**src/hdl/tir_pkg.sv**
```systemverilog
// Package: register map, field layout and reset values of the threshold interrupt block
package tir_pkg;
    localparam logic [7:0] TIR_ADDR_LOW_HI = 8'h8A;
    localparam logic [7:0] TIR_ADDR_LOW_LO = 8'h8B;
    localparam logic [7:0] TIR_ADDR_HIGH_HI = 8'h8C;
    localparam logic [7:0] TIR_ADDR_HIGH_LO = 8'h8D;
    localparam logic [7:0] TIR_ADDR_STATUS = 8'h8E;
    localparam logic [7:0] TIR_ADDR_MOD = 8'h8F;
    localparam logic [7:0] TIR_ADDR_AMB_IR = 8'h90;

    localparam int TIR_ST_PROX = 3;
    localparam int TIR_ST_ALS = 2;
    localparam int TIR_ST_LOW = 1;
    localparam int TIR_ST_HIGH = 0;

    localparam int TIR_MOD_DELAY_LSB = 5;
    localparam int TIR_MOD_FREQ_LSB = 3;
    localparam int TIR_MOD_DEAD_LSB = 0;

    localparam logic [7:0] TIR_MOD_RESET = 8'h01;
    localparam logic [15:0] TIR_THRESH_RESET = 16'h0000;
    localparam logic [3:0] TIR_STATUS_RESET = 4'h0;
    localparam logic [7:0] TIR_READ_ZERO = 8'h00;

    typedef struct packed {
        logic [15:0] lowThresh;
        logic [15:0] highThresh;
        logic [3:0] status;
        logic [7:0] modTiming;
        logic [7:0] rdData;
    } tir_state_t;
endpackage

```
**src/hdl/tir_cmp_if.sv**
```systemverilog
// Interface: threshold comparator link between the register core and the comparator
`timescale 1ns/1ps
`default_nettype none
interface tir_cmp_if;
    logic [15:0] result;
    logic resultDone;
    logic [15:0] lowThresh;
    logic [15:0] highThresh;
    logic belowEvt;
    logic aboveEvt;
    modport core (output result, output resultDone, output lowThresh, output highThresh,
        input belowEvt, input aboveEvt);
    modport cmp (input result, input resultDone, input lowThresh, input highThresh,
        output belowEvt, output aboveEvt);
endinterface
`default_nettype wire

```
**src/hdl/tir_compare.sv**
```systemverilog
// Comparator: flags a finished result outside the threshold window
`timescale 1ns/1ps
`default_nettype none
module tir_compare
    import tir_pkg::*;
(
    tir_cmp_if.cmp cmp
);
    // ----------------------------------------
    // Window check
    // ----------------------------------------
    // Strict compares: a result equal to a limit raises nothing
    assign cmp.belowEvt = cmp.resultDone && (cmp.result < cmp.lowThresh);
    assign cmp.aboveEvt = cmp.resultDone && (cmp.result > cmp.highThresh);
endmodule
`default_nettype wire

```
**src/hdl/tir_core.sv**
```systemverilog
// Threshold interrupt registers: thresholds, sticky status, modulator timing
// Operation
// - Low threshold, bytes at 8Ah/8Bh, read/write
// - High threshold, bytes at 8Ch/8Dh, read/write
// - Status register 8Eh with four flags
// - Flags stick; writing one clears them
// - Interrupt pin low while any flag set
// - Modulator timing 8Fh: delay, frequency, dead
// - Delay field offsets receiver evaluation, default zero
// - Dead field blanks edges, default one
// - Modulator timing resets to value one
// - Threshold enable gates limit flags
// - Source select: 0 proximity, 1 ambient
// - Ambient ready enable gates its flag
`timescale 1ns/1ps
`default_nettype none
module tir_core
    import tir_pkg::*;
(
    // Clock and reset
    input wire logic mclk,
    input wire logic rst_b,
    // Register port
    input wire logic regWrEn,
    input wire logic regRdEn,
    input wire logic [7:0] regAddr,
    input wire logic [7:0] regWrData,
    output logic [7:0] regRdData,
    // Measurement engines
    input wire logic [15:0] proxResult,
    input wire logic proxDone,
    input wire logic [15:0] alsResult,
    input wire logic alsDone,
    input wire logic [7:0] ambIrLevel,
    // Enables held elsewhere
    input wire logic limit_irq_enable,
    input wire logic limit_source_select,
    input wire logic alsReadyIrqEnable,
    input wire logic proxReadyIrqEnable,
    // Modulator controls
    output logic [2:0] modDelayTime,
    output logic [1:0] modProxFreq,
    output logic [2:0] modDeadTime,
    // Open-drain interrupt pad
    output logic intPadOut,
    output logic intPadOe_b
);
    tir_state_t st_r;
    tir_state_t st_nxt;
    tir_cmp_if cmpBus();
    logic [3:0] setEvt;
    logic [3:0] clrReq;

    tir_compare u_cmp (
        .cmp(cmpBus.cmp)
    );

    // ----------------------------------------
    // Comparison source
    // ----------------------------------------
    assign cmpBus.result = limit_source_select ? alsResult : proxResult;
    assign cmpBus.resultDone = limit_source_select ? alsDone : proxDone;
    assign cmpBus.lowThresh = st_r.lowThresh;
    assign cmpBus.highThresh = st_r.highThresh;

    // ----------------------------------------
    // Status events
    // ----------------------------------------
    always_comb begin
        setEvt = 4'h0;
        setEvt[TIR_ST_PROX] = proxDone && proxReadyIrqEnable;
        setEvt[TIR_ST_ALS] = alsDone && alsReadyIrqEnable;
        setEvt[TIR_ST_LOW] = cmpBus.belowEvt && limit_irq_enable;
        setEvt[TIR_ST_HIGH] = cmpBus.aboveEvt && limit_irq_enable;
        clrReq = 4'h0;
        if (regWrEn && regAddr == TIR_ADDR_STATUS) begin
            clrReq = regWrData[3:0];
        end
    end

    // ----------------------------------------
    // Next state
    // ----------------------------------------
    always_comb begin
        st_nxt = st_r;
        // Set wins over a clear in the same cycle so no event is lost
        st_nxt.status = (st_r.status & ~clrReq) | setEvt;
        if (regWrEn) begin
            case (regAddr)
                TIR_ADDR_LOW_HI: begin
                    st_nxt.lowThresh[15:8] = regWrData;
                end
                TIR_ADDR_LOW_LO: begin
                    st_nxt.lowThresh[7:0] = regWrData;
                end
                TIR_ADDR_HIGH_HI: begin
                    st_nxt.highThresh[15:8] = regWrData;
                end
                TIR_ADDR_HIGH_LO: begin
                    st_nxt.highThresh[7:0] = regWrData;
                end
                TIR_ADDR_MOD: begin
                    st_nxt.modTiming = regWrData;
                end
                default: begin
                end
            endcase
        end
        if (regRdEn) begin
            case (regAddr)
                TIR_ADDR_LOW_HI: st_nxt.rdData = st_r.lowThresh[15:8];
                TIR_ADDR_LOW_LO: st_nxt.rdData = st_r.lowThresh[7:0];
                TIR_ADDR_HIGH_HI: st_nxt.rdData = st_r.highThresh[15:8];
                TIR_ADDR_HIGH_LO: st_nxt.rdData = st_r.highThresh[7:0];
                TIR_ADDR_STATUS: st_nxt.rdData = {4'h0, st_r.status};
                TIR_ADDR_MOD: st_nxt.rdData = st_r.modTiming;
                // Internal use only; reads pass the raw level through
                TIR_ADDR_AMB_IR: st_nxt.rdData = ambIrLevel;
                default: st_nxt.rdData = TIR_READ_ZERO;
            endcase
        end
    end

    // ----------------------------------------
    // State register
    // ----------------------------------------
    always_ff @(posedge mclk) begin
        if (!rst_b) begin
            st_r.lowThresh <= TIR_THRESH_RESET;
            st_r.highThresh <= TIR_THRESH_RESET;
            st_r.status <= TIR_STATUS_RESET;
            st_r.modTiming <= TIR_MOD_RESET;
            st_r.rdData <= TIR_READ_ZERO;
        end else begin
            st_r <= st_nxt;
        end
    end

    // ----------------------------------------
    // Outputs
    // ----------------------------------------
    assign regRdData = st_r.rdData;
    assign modDelayTime = st_r.modTiming[TIR_MOD_DELAY_LSB +: 3];
    assign modProxFreq = st_r.modTiming[TIR_MOD_FREQ_LSB +: 2];
    assign modDeadTime = st_r.modTiming[TIR_MOD_DEAD_LSB +: 3];
    // Pad only ever pulls low; the board pull-up releases it
    assign intPadOut = 1'b0;
    assign intPadOe_b = ~(|st_r.status);
endmodule
`default_nettype wire

```
**config.mk**
```make
export PLATFORM = sky130hd
export DESIGN_NAME = tir_core
export DESIGN_NICKNAME = d
export VERILOG_FILES = /design/src/hdl/tir_pkg.sv /design/src/hdl/tir_cmp_if.sv /design/src/hdl/tir_compare.sv /design/src/hdl/tir_core.sv
export SDC_FILE = /design/constraint.sdc
export NUM_CORES = 1
export LEC_CHECK = 0
export ABC_AREA = 1
export ABC_CLOCK_PERIOD_IN_PS = 3960
export BUFFER_PORTS_ARGS = -buffer_cell sky130_fd_sc_hd__buf_2
export CAP_MARGIN = 20
export CORE_MARGIN = 3
export CORE_UTILIZATION = 59
export DETAILED_ROUTE_END_ITERATION = 10
export PLACE_DENSITY_LB_ADDON = 0.05
export SETUP_SLACK_MARGIN = 0.05
export SLEW_MARGIN = 20
export SYNTH_ARGS = -nofsm -noshare
export SYNTH_HDL_FRONTEND = slang
export SYNTH_HIERARCHICAL = 1
export SYNTH_SLANG_ARGS = --single-unit
```
**constraint.sdc**
```tcl
create_clock -name mclk -period 3.96 [get_ports mclk]
set_input_delay 0.198 -clock mclk [delete_from_list [all_inputs] [get_ports mclk]]
set_output_delay 0.198 -clock mclk [all_outputs]
set_load 0.1 [all_outputs]
```
==> metrics.log <==
INFO  metric gr-total-overflow = 0
INFO  metric max_freq = 0.570 GHz
INFO  metric crit_fanout = 16
INFO  metric placed_cells = 657
INFO  metric dominantRegCellSynth = sky130_fd_sc_hd__dfxtp_1
INFO  metric fp.dieH = 85.1 um
INFO  metric syn_area = 0.00369 mm2
INFO  metric htree_num_levels = 2
INFO  metric final-setup-viol-count = 0
INFO  metric powerDensity = 258 mW/mm2
INFO  metric inserted_clock_buffers = 5
INFO  metric initial_utilization = 0.616
INFO  metric async_sr_flop_fraction = 0
INFO  metric number_of_max_capacitance_violations_reported = 0
INFO  metric post_synth_main_area_contributors = sky130_fd_sc_hd__dfxtp_1 28%, sky130_fd_sc_hd__ha_1 11%, sky130_fd_sc_hd__nand2_1 10%
INFO  metric crit_slowest_cell = sky130_fd_sc_hd__nor2_1
INFO  metric io_pins = 84
INFO  metric synth_top_family_by_area = simple AND/OR/NAND/NOR gates
INFO  metric ys_top_cells_by_count = 99 x sky130_fd_sc_hd__nand2_1, 82 x sky130_fd_sc_hd__inv_1, 62 x sky130_fd_sc_hd__a21oi_1
INFO  metric netlist_instances = 533
INFO  metric ctsLongestPathBuffers = 2
INFO  metric gp_congestion = 0.947
INFO  metric clock_sinks = 52
INFO  metric synthAdderAreaFrac = 0.105
INFO  metric cell_type_contributing_the_most_total_cell_area_after_synthesis = sky130_fd_sc_hd__dfxtp_1
INFO  metric finalMaxSlewViolations = 0
INFO  metric number_of_global_route_vias_before_repair = 3398
INFO  metric run_status = completed
INFO  metric compound_gate_fraction_of_synth_area = 0.151
INFO  metric cts_repair_resize_count = 0
INFO  metric muxShareOfSynthArea = 0.0519
INFO  metric n_antenna_cell = 0
INFO  metric cts_tree = yes
INFO  metric avgSynthCellArea = 6.92 um2
INFO  metric yosys.cell_types.count = 31
INFO  metric crit-reg2reg-launch = cmpBus.highThresh[11]$_SDFFE_PN0P_
INFO  metric critical_path.cell_chain = buf_2, inv_1, nand2_2, nor2_1, nand3_2, o21ai_0, a21oi_1
INFO  metric globalRouteTotalUtil = 0.276
INFO  metric hold_buffers = 0
INFO  metric crit_path_start = regAddr[5]
INFO  metric die_width = 85.1 um
INFO  metric nNetsFinal = 686
INFO  metric synth_xor_xnor_area_share = 0
INFO  metric design.core.area = 0.00599 mm2
INFO  metric worst_hold_path_type = in2reg
INFO  metric postSynthRegisterBits = 52
INFO  metric synth_edf_count = 0
INFO  metric timing.critical_path.slowest_cell_delay = 700 ps
INFO  metric timing_worst_setup_path_type = in2reg
INFO  metric die-area = 0.00724 mm2
INFO  metric fillerInstances = 545
INFO  metric detailroute.via_count = 3608
INFO  metric place.detailed.hpwl = 7730 um
INFO  metric drtPass1Iterations = 5
INFO  metric via_per_inst = 5.43
INFO  metric synthSimpleGateAreaFrac = 0.257
INFO  metric crit_arrival = 1960 ps
INFO  metric finalWirelength = 9620 um
INFO  metric multi_input_area = 0.00209 mm2
INFO  metric wl_per_cell = 14.5 um
INFO  metric post-synth-top-count-cell = sky130_fd_sc_hd__nand2_1
INFO  metric clock_insertion_delay_worst_skew = 310 ps
INFO  metric ys_seq_area_frac = 0.282
INFO  metric num_rows = 28
INFO  metric peakVddDrop = 0.000187 V
INFO  metric placement.io_buffers = 82
INFO  metric postLayoutCoreUtil = 0.676
INFO  metric required = 4160 ps
INFO  metric hold_violations = 0
INFO  metric finish.cell_count_without_fillers = 664
INFO  metric flow.area_growth_from_synthesis = 9.87%
INFO  metric drt_first_iter_violations = 293
INFO  metric timing.hold.worst.start = alsReadyIrqEnable
INFO  metric yosysTopAreaCellShare = 0.282
INFO  metric register_area = 0.00104 mm2
INFO  metric kind_of_capture_point_of_the_worst_setup_path = flop
INFO  metric finalWorstPathRequiredPeriod = 1760 ps
INFO  metric syn-num-nets = 630
INFO  metric fin_skew = 8.94 ps
INFO  metric hold-worst-slack = 126 ps
INFO  metric tns = 0 ps
INFO  metric power_leakage = 0.00178 uW
INFO  metric clkSlewWorstSetupHoldPaths = 100 ps
INFO  metric drive_above_1_share = 0.219
INFO  metric number_of_warnings_reported_in_the_yosys_synthesis_log = 6
INFO  metric drc = 0
INFO  metric antenna_found_initial = 0
INFO  metric worst_slew_pin_slew = 903 ps
INFO  metric postCtsSetupRepairBufs = 0
INFO  metric global_route_wire_length_before_repair = 16000 um
INFO  metric pin_count_of_the_biggest_net_entering_global_routing = 38
INFO  metric critical_path.startpoint_type = primary input
INFO  metric rsz0062_at_grt = no
INFO  metric timing.final.crit_share = 0.443
INFO  metric cts.root.buffer_cell = sky130_fd_sc_hd__clkbuf_8
INFO  metric max-slew-margin-rel = 0.396
INFO  metric antenna_violating_nets_post_route = 0
[worst max-delay path: cells and delay by family]
kind | cells | cell delay (ps)
buffers and inverters | 2 | 160
AOI/OAI and AO/OA | 2 | 350
and+or+nand+nor | 3 | 1240
[flip-flops by register name, summed over array words and instances (netlist names)]
register	flops
cmpBus.highThresh	16
cmpBus.lowThresh	16
modDeadTime	3
modDelayTime	3
modProxFreq	2
regRdData	8
st_r	4
[layout make-up]
class | count | area share
clock buffers | 6 | 0.0204
clock inverters | 1 | 0.00216
inverters | 87 | 0.0809
multi-input cells | 361 | 0.515
flip-flops and latches | 52 | 0.257
well taps | 75 | 0.0232
repair buffers | 82 | 0.101
[report_power, final]
group	switching [uW]	internal [uW]	leakage, uW
Combinational	123	77.3	0.00131
Clock	177	140	0.0000473
Sequential	3.77	526	0.000419
[logic make-up (layout without fill, tap and decap cells)]
group | after synthesis | count (layout)
compound gates | 109 | 109
other cells | 1 | 1
buf+inv | 120 | 176
mux | 17 | 17
fa+ha+maj | 31 | 31
flops | 52 | 52
simple gates | 203 | 203
[per-stage QoR]
step,setup WS [ps],area [um2],total power (uW)
finish,2200,4050,1050
global route,2050,4050,1100
CTS,2230,4050,1050
detailed placement,1910,3960,742
global placement,1960,3960,735
floorplan,525,3690,675
[routing by layer]
layer	up-vias	routed length [um]	track usage
met5	-	0	0
met1	1627	3900	0.346
met3	26	746	0.0592
met2	137	4760	0.482
met4	0	212	0.0647
li1	1818	-	-
[placed cells by master (no fill, tap or decap)]
cell type | netlist | layout
sky130_fd_sc_hd__conb_1 | 1 | 1
sky130_fd_sc_hd__clkinv_2 | 1 | 1
sky130_fd_sc_hd__nor2_2 | 3 | 3
sky130_fd_sc_hd__clkinv_1 | 1 | 1
sky130_fd_sc_hd__a21oi_1 | 62 | 62
sky130_fd_sc_hd__a31oi_1 | 1 | 1
sky130_fd_sc_hd__nand2_1 | 99 | 99
sky130_fd_sc_hd__clkinv_4 | 0 | 1
sky130_fd_sc_hd__o211ai_1 | 1 | 1
sky130_fd_sc_hd__o21ai_1 | 3 | 3
sky130_fd_sc_hd__mux2_2 | 17 | 17
sky130_fd_sc_hd__inv_2 | 3 | 3
sky130_fd_sc_hd__inv_1 | 82 | 82
sky130_fd_sc_hd__a21oi_2 | 1 | 1
sky130_fd_sc_hd__dfxtp_1 | 52 | 52
sky130_fd_sc_hd__nand3_2 | 1 | 1
sky130_fd_sc_hd__ha_1 | 31 | 31
sky130_fd_sc_hd__buf_2 | 5 | 82
sky130_fd_sc_hd__nand3_4 | 4 | 4
sky130_fd_sc_hd__nand2_2 | 5 | 5
sky130_fd_sc_hd__o21ai_0 | 39 | 39
sky130_fd_sc_hd__nand3b_1 | 1 | 1
sky130_fd_sc_hd__a21o_1 | 2 | 2
sky130_fd_sc_hd__nand3_1 | 42 | 42
sky130_fd_sc_hd__nor3_1 | 2 | 2
sky130_fd_sc_hd__nand4_1 | 2 | 2
sky130_fd_sc_hd__clkbuf_8 | 0 | 6
sky130_fd_sc_hd__nor4_1 | 1 | 1
sky130_fd_sc_hd__nor2_4 | 5 | 5
sky130_fd_sc_hd__nor2_1 | 38 | 38
[worst paths after layout]
| kind | to | slack, ps | depth (start not counted) |
|---|---|---|---|
| worst max register to register | st_r[16]$_SDFF_PN0_ | 2420 | 10 |
| worst max-delay path | cmpBus.lowThresh[8]$_SDFFE_PN0P_ | 2200 | 7 |
| worst min-delay path | st_r[18]$_SDFF_PN0_ | 130 | 3 |
| worst min register to register | regRdData[3]$_SDFFE_PN0P_ | 470 | 2 |
No activity file was read; power rests on OpenSTA's default activity.
